**src/verilog/fpt_pkg.sv**
```systemverilog
// Constants and carrier types for the flash parameter table ROM.
// Assumes one system clock shared with the serial command engine.
package fpt_pkg;

  localparam int unsigned FPT_AW = 8;
  localparam logic [FPT_AW-1:0] FPT_TOP_ADDR = 8'hff;
  localparam logic [FPT_AW-1:0] FPT_BASE_ADDR = 8'h30;
  localparam logic [FPT_AW-1:0] FPT_LAST_ADDR = 8'h53;
  localparam logic [7:0] FPT_BLANK = 8'hff;
  localparam logic [2:0] FPT_BIT_FIRST = 3'h7;
  localparam logic [2:0] FPT_BIT_LAST = 3'h0;

  // Byte 30H fields
  localparam logic [1:0] FPT_ERASE4K_CODE = 2'h1;
  localparam logic FPT_WRITE_GRAN = 1'b1;
  localparam logic FPT_VOL_STATUS = 1'b0;
  localparam logic FPT_VOL_WREN_SEL = 1'b0;
  localparam logic [2:0] FPT_UNUSED_30 = 3'h7;
  // Byte 32H fields
  localparam logic FPT_SUP_112 = 1'b1;
  localparam logic [1:0] FPT_ADDR_BYTES = 2'h0;
  localparam logic FPT_SUP_DTR = 1'b0;
  localparam logic FPT_SUP_122 = 1'b1;
  localparam logic FPT_SUP_144 = 1'b1;
  localparam logic FPT_SUP_114 = 1'b1;
  localparam logic FPT_UNUSED_32 = 1'b1;
  // Fast read descriptors
  localparam logic [4:0] FPT_WAIT_144 = 5'h04;
  localparam logic [2:0] FPT_MODE_144 = 3'h2;
  localparam logic [7:0] FPT_OP_144 = 8'heb;
  localparam logic [4:0] FPT_WAIT_114 = 5'h08;
  localparam logic [2:0] FPT_MODE_114 = 3'h0;
  localparam logic [7:0] FPT_OP_114 = 8'h6b;
  localparam logic [4:0] FPT_WAIT_112 = 5'h08;
  localparam logic [2:0] FPT_MODE_112 = 3'h0;
  localparam logic [7:0] FPT_OP_112 = 8'h3b;
  localparam logic [4:0] FPT_WAIT_122 = 5'h00;
  localparam logic [2:0] FPT_MODE_122 = 3'h4;
  localparam logic [7:0] FPT_OP_122 = 8'hbb;
  localparam logic FPT_SUP_222 = 1'b0;
  localparam logic FPT_SUP_444 = 1'b0;
  localparam logic [4:0] FPT_WAIT_NONE = 5'h00;
  localparam logic [2:0] FPT_MODE_NONE = 3'h0;
  localparam logic [7:0] FPT_OP_NONE = 8'hff;
  localparam logic [2:0] FPT_UNUSED_40 = 3'h7;
  // Density, bytes 34H..37H
  localparam logic [31:0] FPT_DENSITY = 32'h03ffffff;
  // Erase types: size exponent and opcode
  localparam logic [7:0] FPT_ET1_SIZE = 8'h0c;
  localparam logic [7:0] FPT_ET1_OP = 8'h20;
  localparam logic [7:0] FPT_ET2_SIZE = 8'h0f;
  localparam logic [7:0] FPT_ET2_OP = 8'h52;
  localparam logic [7:0] FPT_ET3_SIZE = 8'h10;
  localparam logic [7:0] FPT_ET3_OP = 8'hd8;
  localparam logic [7:0] FPT_ET4_SIZE = 8'h08;
  localparam logic [7:0] FPT_ET4_OP = 8'h81;

  typedef struct packed {
    logic start;
    logic [23:0] addr;
    logic sclk_fall;
    logic selected;
  } fpt_req_type;

  typedef struct packed {
    logic so;
    logic so_oe;
    logic rejected;
    logic [7:0] cur_addr;
  } fpt_resp_type;

endpackage : fpt_pkg

```
**src/verilog/fpt_rom.sv**
```systemverilog
// Fixed parameter table ROM with its byte sequencer and serial output.
// Assumes the command engine has decoded the table read command, the
// address and dummy byte, and supplies a falling-edge strobe of SCLK.
`timescale 1ns/1ps

// Summary of operation
// - Byte 30H bits 1:0 read 01b: uniform 4 KB erase supported.
// - Byte 30H bit 2 reads 1: write granularity of 64 bytes or more.
// - Byte 30H bits 4:3 read 00b: status bits are nonvolatile.
// - Byte 32H bits 2:1 read 00b: three-byte addressing only.
// - Byte 32H bit 3 reads 0: double transfer rate not supported.
// - Byte 30H bits 7:5 read 111b and nothing can alter them.
// - Quad address and data read: supported, EBH, four waits, mode 010b.
// - Quad output read: supported, 6BH, eight waits, no mode bits.
// - Dual output read: supported, 3BH, eight waits, no mode bits.
// - Dual address and data read: supported, BBH, no waits, mode 100b.
// - All-dual read unsupported: bit 0, zero fields, opcode FFH.
// - All-quad read unsupported: bit 4 of 40H zero, opcode FFH.
// - Erase type one: size code 0CH, opcode 20H.
// - Erase type two: size code 0FH, opcode 52H.
// - Erase type three: size code 10H, opcode D8H.
// - Erase type four: size code 08H, opcode 81H.
// - Bytes leave on falling edges; address increments and wraps to zero.
// - A table read during erase, program or write is rejected harmlessly.
module fpt_rom (
  input wire logic clk_sys,
  input wire logic rst_b,
  input wire fpt_pkg::fpt_req_type req,
  input wire logic wip,
  output fpt_pkg::fpt_resp_type resp
);
  import fpt_pkg::*;

  typedef enum logic [1:0] {FPT_IDLE, FPT_SEND, FPT_REJECT} fpt_state_type;

  // Constant table; no write path exists at all
  function automatic logic [7:0] fpt_byte(input logic [FPT_AW-1:0] a);
    logic [7:0] d;
    d = FPT_BLANK;
    unique case (a)
      8'h30: d = {FPT_UNUSED_30, FPT_VOL_WREN_SEL, FPT_VOL_STATUS, FPT_WRITE_GRAN,
                  FPT_ERASE4K_CODE};
      8'h31: d = FPT_ET1_OP;
      8'h32: d = {FPT_UNUSED_32, FPT_SUP_114, FPT_SUP_144, FPT_SUP_122, FPT_SUP_DTR,
                  FPT_ADDR_BYTES, FPT_SUP_112};
      8'h33: d = FPT_BLANK;
      8'h34: d = FPT_DENSITY[7:0];
      8'h35: d = FPT_DENSITY[15:8];
      8'h36: d = FPT_DENSITY[23:16];
      8'h37: d = FPT_DENSITY[31:24];
      8'h38: d = {FPT_MODE_144, FPT_WAIT_144};
      8'h39: d = FPT_OP_144;
      8'h3a: d = {FPT_MODE_114, FPT_WAIT_114};
      8'h3b: d = FPT_OP_114;
      8'h3c: d = {FPT_MODE_112, FPT_WAIT_112};
      8'h3d: d = FPT_OP_112;
      8'h3e: d = {FPT_MODE_122, FPT_WAIT_122};
      8'h3f: d = FPT_OP_122;
      8'h40: d = {FPT_UNUSED_40, FPT_SUP_444, FPT_UNUSED_40, FPT_SUP_222};
      8'h46: d = {FPT_MODE_NONE, FPT_WAIT_NONE};
      8'h47: d = FPT_OP_NONE;
      8'h4a: d = {FPT_MODE_NONE, FPT_WAIT_NONE};
      8'h4b: d = FPT_OP_NONE;
      8'h4c: d = FPT_ET1_SIZE;
      8'h4d: d = FPT_ET1_OP;
      8'h4e: d = FPT_ET2_SIZE;
      8'h4f: d = FPT_ET2_OP;
      8'h50: d = FPT_ET3_SIZE;
      8'h51: d = FPT_ET3_OP;
      8'h52: d = FPT_ET4_SIZE;
      8'h53: d = FPT_ET4_OP;
      default: d = FPT_BLANK;
    endcase
    return d;
  endfunction : fpt_byte

  fpt_state_type state_r;
  fpt_state_type state_nxt;
  logic [FPT_AW-1:0] addr_r;
  logic [FPT_AW-1:0] addr_nxt;
  logic [7:0] shift_r;
  logic [7:0] shift_nxt;
  logic [2:0] bit_r;
  logic [2:0] bit_nxt;
  logic so_r;
  logic so_nxt;
  logic oe_r;
  logic oe_nxt;
  logic rej_r;
  logic rej_nxt;
  logic [FPT_AW-1:0] addr_inc;

  // Wrap past the top address back to zero
  assign addr_inc = (addr_r == FPT_TOP_ADDR) ? '0 : addr_r + 8'h01;

  always_comb
  begin
    state_nxt = state_r;
    addr_nxt = addr_r;
    shift_nxt = shift_r;
    bit_nxt = bit_r;
    so_nxt = so_r;
    oe_nxt = oe_r;
    rej_nxt = rej_r;
    if (!req.selected)
    begin
      // Deselect ends any read at once
      state_nxt = FPT_IDLE;
      oe_nxt = 1'b0;
      rej_nxt = 1'b0;
    end
    else
    begin
      unique case (state_r)
        FPT_IDLE:
        begin
          if (req.start)
          begin
            // Engine has already taken opcode, address and dummy
            if (wip)
            begin
              state_nxt = FPT_REJECT;
              rej_nxt = 1'b1;
            end
            else
            begin
              state_nxt = FPT_SEND;
              addr_nxt = req.addr[FPT_AW-1:0];
              shift_nxt = fpt_byte(req.addr[FPT_AW-1:0]);
              bit_nxt = FPT_BIT_FIRST;
            end
          end
        end
        FPT_SEND:
        begin
          if (req.sclk_fall)
          begin
            so_nxt = shift_r[7];
            oe_nxt = 1'b1;
            if (bit_r == FPT_BIT_LAST)
            begin
              addr_nxt = addr_inc;
              shift_nxt = fpt_byte(addr_inc);
              bit_nxt = FPT_BIT_FIRST;
            end
            else
            begin
              shift_nxt = {shift_r[6:0], 1'b0};
              bit_nxt = bit_r - 3'h1;
            end
          end
        end
        FPT_REJECT:
        begin
          // Held off until deselect; busy cycle never sees this read
          oe_nxt = 1'b0;
        end
        default:
        begin
          state_nxt = FPT_IDLE;
        end
      endcase
    end
  end

  always_ff @(posedge clk_sys)
  begin
    if (!rst_b)
    begin
      state_r <= FPT_IDLE;
      addr_r <= '0;
      shift_r <= FPT_BLANK;
      bit_r <= FPT_BIT_FIRST;
      so_r <= 1'b0;
      oe_r <= 1'b0;
      rej_r <= 1'b0;
    end
    else
    begin
      state_r <= state_nxt;
      addr_r <= addr_nxt;
      shift_r <= shift_nxt;
      bit_r <= bit_nxt;
      so_r <= so_nxt;
      oe_r <= oe_nxt;
      rej_r <= rej_nxt;
    end
  end

  assign resp.so = so_r;
  assign resp.so_oe = oe_r;
  assign resp.rejected = rej_r;
  assign resp.cur_addr = addr_r;

  logic go_ok;
  assign go_ok = req.selected && req.start && !wip && (state_r == FPT_IDLE);

  // Byte reload mid-stream, so table checks other than a_b30_erase, a_b30_gran, a_b30_unused and a_qio also fire on swept bytes
  logic seq_step;
  assign seq_step = req.selected && state_r == FPT_SEND && req.sclk_fall && bit_r == 3'h0;

  property p_b30_erase;
    @(posedge clk_sys) disable iff (!rst_b)
    go_ok && req.addr[7:0] == 8'h30 |=> shift_r[1:0] == 2'b01;
  endproperty
  a_b30_erase: assert property (p_b30_erase) else $error("4KB erase code wrong");

  property p_b30_gran;
    @(posedge clk_sys) disable iff (!rst_b)
    go_ok && req.addr[7:0] == 8'h30 |=> shift_r[2] && shift_r[4:3] == 2'b00;
  endproperty
  a_b30_gran: assert property (p_b30_gran) else $error("granularity or volatility wrong");

  property p_b30_unused;
    @(posedge clk_sys) disable iff (!rst_b)
    go_ok && req.addr[7:0] == 8'h30 |=> shift_r[7:5] == 3'b111 ##0 shift_r == 8'he5;
  endproperty
  a_b30_unused: assert property (p_b30_unused) else $error("byte 30H wrong");

  property p_b32;
    @(posedge clk_sys) disable iff (!rst_b)
    (go_ok && req.addr[7:0] == 8'h32) || (seq_step && addr_r == 8'h31)
      |=> shift_r[3:1] == 3'b000 && shift_r == 8'hf1;
  endproperty
  a_b32: assert property (p_b32) else $error("byte 32H wrong");

  property p_qio;
    @(posedge clk_sys) disable iff (!rst_b)
    go_ok && req.addr[7:0] == 8'h38 |=> shift_r == 8'h44;
  endproperty
  a_qio: assert property (p_qio) else $error("quad io descriptor wrong");

  property p_dio;
    @(posedge clk_sys) disable iff (!rst_b)
    (go_ok && req.addr[7:0] == 8'h3e) || (seq_step && addr_r == 8'h3d)
      |=> shift_r == 8'h80;
  endproperty
  a_dio: assert property (p_dio) else $error("dual io descriptor wrong");

  property p_no444;
    @(posedge clk_sys) disable iff (!rst_b)
    (go_ok && req.addr[7:0] == 8'h40) || (seq_step && addr_r == 8'h3f)
      |=> !shift_r[4] && !shift_r[0];
  endproperty
  a_no444: assert property (p_no444) else $error("unsupported read flagged");

  property p_et1;
    @(posedge clk_sys) disable iff (!rst_b)
    (go_ok && req.addr[7:0] == 8'h4c) || (seq_step && addr_r == 8'h4b)
      |=> shift_r == 8'h0c;
  endproperty
  a_et1: assert property (p_et1) else $error("erase type one size wrong");

  property p_b30_status;
    @(posedge clk_sys) disable iff (!rst_b)
    (go_ok && req.addr[7:0] == 8'h30) || (seq_step && addr_r == 8'h2f)
      |=> shift_r[4:3] == 2'b00;
  endproperty
  a_b30_status: assert property (p_b30_status) else $error("volatility bits wrong");

  property p_b32_dtr;
    @(posedge clk_sys) disable iff (!rst_b)
    (go_ok && req.addr[7:0] == 8'h32) || (seq_step && addr_r == 8'h31)
      |=> !shift_r[3];
  endproperty
  a_b32_dtr: assert property (p_b32_dtr) else $error("double rate flag set");

  property p_qout;
    @(posedge clk_sys) disable iff (!rst_b)
    (go_ok && req.addr[7:0] == 8'h3a) || (seq_step && addr_r == 8'h39)
      |=> shift_r == 8'h08;
  endproperty
  a_qout: assert property (p_qout) else $error("quad output descriptor wrong");

  property p_dout;
    @(posedge clk_sys) disable iff (!rst_b)
    (go_ok && req.addr[7:0] == 8'h3c) || (seq_step && addr_r == 8'h3b)
      |=> shift_r == 8'h08;
  endproperty
  a_dout: assert property (p_dout) else $error("dual output descriptor wrong");

  property p_no222;
    @(posedge clk_sys) disable iff (!rst_b)
    (go_ok && req.addr[7:0] == 8'h46) || (seq_step && addr_r == 8'h45)
      |=> shift_r == 8'h00;
  endproperty
  a_no222: assert property (p_no222) else $error("all-dual descriptor not zero");

  property p_et2;
    @(posedge clk_sys) disable iff (!rst_b)
    (go_ok && req.addr[7:0] == 8'h4e) || (seq_step && addr_r == 8'h4d)
      |=> shift_r == 8'h0f;
  endproperty
  a_et2: assert property (p_et2) else $error("erase type two size wrong");

  property p_et3;
    @(posedge clk_sys) disable iff (!rst_b)
    (go_ok && req.addr[7:0] == 8'h50) || (seq_step && addr_r == 8'h4f)
      |=> shift_r == 8'h10;
  endproperty
  a_et3: assert property (p_et3) else $error("erase type three size wrong");

  property p_et4;
    @(posedge clk_sys) disable iff (!rst_b)
    (go_ok && req.addr[7:0] == 8'h52) || (seq_step && addr_r == 8'h51)
      |=> shift_r == 8'h08;
  endproperty
  a_et4: assert property (p_et4) else $error("erase type four size wrong");

  property p_shift;
    @(posedge clk_sys) disable iff (!rst_b)
    req.selected && state_r == FPT_SEND && req.sclk_fall
      |=> so_r == $past(shift_r[7]) && oe_r;
  endproperty
  a_shift: assert property (p_shift) else $error("serial bit not shifted");

  property p_wrap;
    @(posedge clk_sys) disable iff (!rst_b)
    req.selected && state_r == FPT_SEND && req.sclk_fall && bit_r == 3'h0
      && addr_r == 8'hff |=> addr_r == 8'h00;
  endproperty
  a_wrap: assert property (p_wrap) else $error("address did not wrap");

  property p_reject;
    @(posedge clk_sys) disable iff (!rst_b)
    req.selected && req.start && wip && state_r == FPT_IDLE
      |=> rej_r && !oe_r ##1 (!req.selected || !oe_r);
  endproperty
  a_reject: assert property (p_reject) else $error("busy read not rejected");

endmodule : fpt_rom

```
**config.mk**
```make
export PLATFORM = sky130hd
export DESIGN_NAME = fpt_rom
export DESIGN_NICKNAME = d
export VERILOG_FILES = /design/src/verilog/fpt_pkg.sv /design/src/verilog/fpt_rom.sv
export SDC_FILE = /design/constraint.sdc
export NUM_CORES = 1
export LEC_CHECK = 0
export BUFFER_PORTS_ARGS = -buffer_cell sky130_fd_sc_hd__buf_2
export CORE_ASPECT_RATIO = 1.25
export CORE_MARGIN = 2
export CORE_UTILIZATION = 45
export CTS_BUF_LIST = sky130_fd_sc_hd__clkbuf_4 sky130_fd_sc_hd__clkbuf_8 sky130_fd_sc_hd__clkbuf_16
export DETAILED_ROUTE_END_ITERATION = 10
export PLACE_DENSITY = 0.64
export SETUP_SLACK_MARGIN = 0.02
export SLEW_MARGIN = 20
export SYNTH_ARGS = -nofsm -noshare
export SYNTH_HDL_FRONTEND = slang
export SYNTH_SLANG_ARGS = --single-unit
```
**constraint.sdc**
```tcl
create_clock -name clk_sys -period 2.15 [get_ports clk_sys]
set_input_delay 0.1075 -clock clk_sys [delete_from_list [all_inputs] [get_ports clk_sys]]
set_output_delay 0.1075 -clock clk_sys [all_outputs]
set_load 0.005 [all_outputs]
```
Word level (Yosys, flattened, before mapping)
Memories as Yosys holds them, arrays and structs flattened.
Cells that the tools add are included.

cells by class
  add/subtract/negate cells = 2
  equal/unequal tests = 7
  multiplexer cells = 23
  bitwise operators = 1
  reduce and logical (&&, ||, !) cells = 12

operators by type and width
  operator                                                             count
  8-bit 2-to-1 mux                                                     11
  8-bit one-hot mux with 2 select lines                                2
  3-bit 2-to-1 mux                                                     4
  8-bit by 1-bit adder with 8-bit output (second input constant)       1
  8-bit == test (second input constant)                                1
  2-bit != test (second input constant)                                4
  3-bit one-hot mux with 2 select lines                                1
  2-bit AND reduction                                                  3
  3-bit AND reduction                                                  2
  6-bit AND reduction                                                  1
  5-bit AND reduction                                                  1
  2-bit 2-to-1 mux                                                     2
  2-bit one-hot mux with 2 select lines                                1
  2-bit nonzero test                                                   2
  3-bit logical NOT                                                    1
  3-bit by 1-bit subtractor with 3-bit output (second input constant)  1
  2-bit by 1-bit == test with 1-bit output (second input constant)     1
  2-bit == test (second input constant)                                1
  2-bit logical NOT                                                    1
  1-bit one-hot mux with 2 select lines                                1
  2-bit OR reduction                                                   1
  1-bit 2-to-1 mux                                                     1
  1-bit inverter                                                       1

storage, ports and cells
  register bits = 24
  ROM bits = 2,048
  bits of input ports = 30
  output and inout bits = 11
  memories kept = 2

memories
  name             words  bits a word  rd ports  clocked after memory_dff  write ports  RTL line       source
  (no name shown)  128    8            1         0                         0            fpt_rom.sv:40  unique case (a)
  (no name shown)  128    8            1         0                         0            fpt_rom.sv:40

Depth between registers and ports, before layout
An unclocked memory read counts as a cell.

  word-level depth = 7
  depth in mapped cells = 10
  depth with buffers taken out = 8

Worst setup path after synthesis
OpenSTA, ideal clock, no wires.

  kind = register to register
  start = reg addr_r[1]
  end = reg shift_r[3]
  arrival = 2.141 ns
  required time = 2.034 ns
  path slack = -0.107 ns
  cell stages (with the launch flop) = 9
  path buffers = 1
  period minus slack after synthesis = 2.257 ns
  path through = dfxtp_1 -> ha_1 -> buf_2 -> xor2_1 -> o21ai_0 -> o21ai_1 -> nand4_4 -> or3_1 -> a31o_1

on the way
  word-level cells in the longest chain between the ends = 7
  elaborated cells between the ends (all ways) = 8
  those cells by class = add/sub: 1; eq/ne: 1; mux: 5; memory: 1

RTL lines
  element                                                                         RTL line        source
  start, declared                                                                 fpt_rom.sv:79   logic [FPT_AW-1:0] addr_r;
  start signal, assigned                                                          fpt_rom.sv:181  addr_r <= addr_nxt;
  8-bit by 1-bit adder with 8-bit output / 8-bit == test (equally long branches)  fpt_rom.sv:94   assign addr_inc = (addr_r == FPT_TOP_ADDR) ? '0 : addr_r + 8'h01;
  8-bit 2-to-1 mux (*)                                                            fpt_rom.sv:94
  memory read 128 x 8 bit                                                         n/a
  8-bit 2-to-1 mux (*)                                                            fpt_rom.sv:40
  8-bit 2-to-1 mux (*)                                                            fpt_rom.sv:140  if (bit_r == FPT_BIT_LAST)
  8-bit 2-to-1 mux (*)                                                            fpt_rom.sv:136  if (req.sclk_fall)
  8-bit one-hot mux with 2 select lines (*)                                       fpt_rom.sv:114  unique case (state_r)
  end signal, assigned                                                            fpt_rom.sv:182  shift_r <= shift_nxt;
  end, declared                                                                   fpt_rom.sv:81   logic [7:0] shift_r;

Mark *: on every way between the ends. The rest lies on a longest branch, timed or not. The select of a mux whose other input is x is not followed.
A chain may end at the register's enable or synchronous reset.

Worst setup path in the final report
  start = reg addr_r[1]
  end = reg shift_r[5]

The elaborated chain is that of the path after synthesis.

==> results.toml <==
[synthesis]
netlist-cell-type-count = 68
synth_nets = 430
syn-mean-instance-area_um2 = 7.23
netlist_area_mm2 = 0.00275
netlist.area_leader.share = 0.174
synth_edf_count = 0
synth_async_sr_flop_share = 0
synth_seq_area_share = 0.174
synth-seq-cells = 24
synthFlopType = "dfxtp_1"
synthCells = 381
synth_largest_area_cell = "dfxtp_1"
yosysWarnings = 0
ys_top_cells_by_area = "dfxtp_1 17%, ha_1 8.6%, nand2_1 5.5%"

[grt]
grt_max_degree = 19
grt_overflow = 0
grt_antenna_before_repair = 0
grtUsageTotal = 0.257
grt_pass1_vias = 3031
grt_pass1_wl_um = 14000

[sta]
setup_tns_ps = 0
worstMarginPinSlew_ps = 626
setup_viol = 0
maxSlewViolCount = 0
fmax_mhz = 486
post-route-period-util = 0.957
min_period_ps = 2060
clock_skew_ps = 1.59
rsz0062_at_grt = "yes"
slew_headroom = 0.572
hold_viol = 0

[critical_path]
cp_max_fo = 11
critPathKind = "register to register"
rrSetupSlack_ps = 90
required_ps = 2290
critPathSlowestCell = "or4_4"
worstPathArrival_ps = 2200
start_kind = "register"
cp_cell_sequence = "buf_6, nand2_2, or4_4, o211ai_4, nand4_4, buf_4, a211oi_2, o2111ai_1"
worst_path_largest_cell_delay_ps = 540
ff2ff_path_depth = 8
reg2reg_from = "addr_r[1]"
worstReg2RegEnd = "shift_r[5]"
cp-end-kind = "register"

[clock_network]
cts_root_buf = "clkbuf_8"
clkSinkCount = 24
cts_tree = "built"
cts_buffers = 3
cts_hold_buffers = 0
clkTransAtPathRegs_ps = 90
cts_buffer_depth = 2
htree_levels = 1
clock_latency_ps = 270

[final_layout]
stdcell_area_mm2 = 0.00341
fin_nets = 485
nFillCells = 588
diodes = 0
drive_above_1_share = 0.262
area_growth_pct = 23.9

[hold_path]
min_path_type = "primary input to register"
whs_endpoint = "rej_r"
whs_path_depth = 3
hold_start = "wip"

[floorplanning]
io_pins = 41
die_y_um = 91.5
initial_core_util = 0.470
core-area_mm2 = 0.00586
num_rows = 31
die_w_um = 74.0
dieArea_mm2 = 0.00677

[route]
ant_nets = 0
drc = 0
firstDrtPassIters = 5
wl_um = 8420
drtIter0Drc = 157
vias_per_cell = 5.99
wl_per_cell_um = 16.3
vias = 3097

[power]
vdd_drop_max_mv = 0.313
p_total_w = 0.00127
power.leakage_nw = 1.42
p_per_area_mw_per_mm2 = 371

[flow_run]
drv_cap = 0

[placement]
gp_congestion = 0.984
dpl-instance-area_mm2 = 0.00328
place_hpwl_um = 6730
port_buffers = 24

[outcome]
status = "finished, final reports clean"
==> critical path: cells and delay by family, from the launching register on <==
family                 cells  cell delay [ps]
and+or+nand+nor            3              740
AOI/OAI and AO/OA          3              500
DFF                        1              370
buffers and inverters      2              320
==> synthesized netlist by cell type, drive strengths merged, types with 6 or more instances <==
master   n
nand2   41
o21ai   29
nor2    26
dfxtp   24
a21oi   23
ha      19
clkbuf  17
inv     17
nand3   17
buf     15
nor3    12
a31oi   10
mux2i    9
a211oi   8
o22ai    8
o221ai   7
xor2     7
nor2b    6
o211ai   6
==> stage by stage <==
step	instances	utilization	hold slack, ps	setup WS (ps)
3_5_place_dp	512	0.560	416	-39.9
3_3_place_gp	512	0.560	406	-43.7
5_1_grt	517	0.583	158	11.0
2_1_floorplan	381	-	264	43.4
6_report	517	0.583	142	91.9
4_1_cts	518	0.578	130	37.6
==> flip-flops by register name, summed over array words and instances, names as in the netlist <==
register / cells
so_r: 1
rej_r: 1
bit_r: 3
shift_r: 8
oe_r: 1
addr_r: 8
state_r: 2
==> how the worst max path moves through the flow <==
stage	startpoint	to	slack, ps	cells past startpoint
3_3_place_gp	addr_r[0]	shift_r[4]	-40	7
6_report	addr_r[1]	shift_r[5]	90	8
2_1_floorplan	addr_r[0]	shift_r[3]	40	7
4_1_cts	addr_r[0]	shift_r[3]	40	7
5_1_grt	addr_r[1]	shift_r[4]	10	9
3_5_place_dp	addr_r[0]	shift_r[4]	-40	7
==> cells by family (layout without fill, tap and decap cells) <==
family / Yosys count / in the layout / share of synthesized area
multiplexers: 13 / 13 / 0.0532
adder cells (fa/ha/maj): 20 / 20 / 0.0900
AO/OA/AOI/OAI: 135 / 135 / 0.336
XOR/XNOR: 10 / 10 / 0.0318
AND/OR/NAND/NOR: 130 / 130 / 0.237
buffers and inverters: 49 / 103 / 0.0781
flip-flops: 24 / 24 / 0.174
==> routing by layer <==
layer  vias up  track usage  routed length (um)
li1       1533            -                   -
met2       102        0.457                4380
met5         -            0                   0
met3        18       0.0166                 352
met1      1444        0.312                3450
met4         0        0.100                 235
==> cell type report <==
cell class / count / area, um^2 / share of cell area
multi-input cells: 308 / 2130 / 0.624
well taps: 82 / 103 / 0.0301
clock buffers: 4 / 66.3 / 0.0194
inverters: 17 / 63.8 / 0.0187
repair buffers: 82 / 563 / 0.165
flip-flops and latches: 24 / 488 / 0.143
==> repair_timing <==
item / CTS / global route
setup buffers: 2 / 0
endpoints found under the setup margin: 4 / 8
resized for setup: 6 / 13
pin swaps: 4 / 5
==> power by group <==
part / total, W / leakage [nW] / internal [W] / switching, W
clock: 0.000354 / 0.0339 / 0.000202 / 0.000152
sequential: 0.000489 / 0.198 / 0.000468 / 0.0000216
combinational: 0.000422 / 1.19 / 0.000184 / 0.000238
total: 0.00127 / 1.42 / 0.000854 / 0.000412
==> cells in the final DEF (no fill, tap or decap), types with 7 or more instances in the layout <==
cell type	netlist	routed
a211oi_1	8	7
o221ai_1	7	7
ha_1	19	18
inv_1	17	16
xor2_1	7	7
nand3_1	17	17
mux2i_1	9	9
nand2_1	40	38
o22ai_1	8	7
a21oi_1	23	23
buf_4	6	56
nor3_1	12	11
o21ai_1	11	10
buf_2	7	24
nor2_1	26	26
a31oi_1	10	10
dfxtp_1	24	20
o21ai_0	18	18
Power figures use the tool's default switching activity.
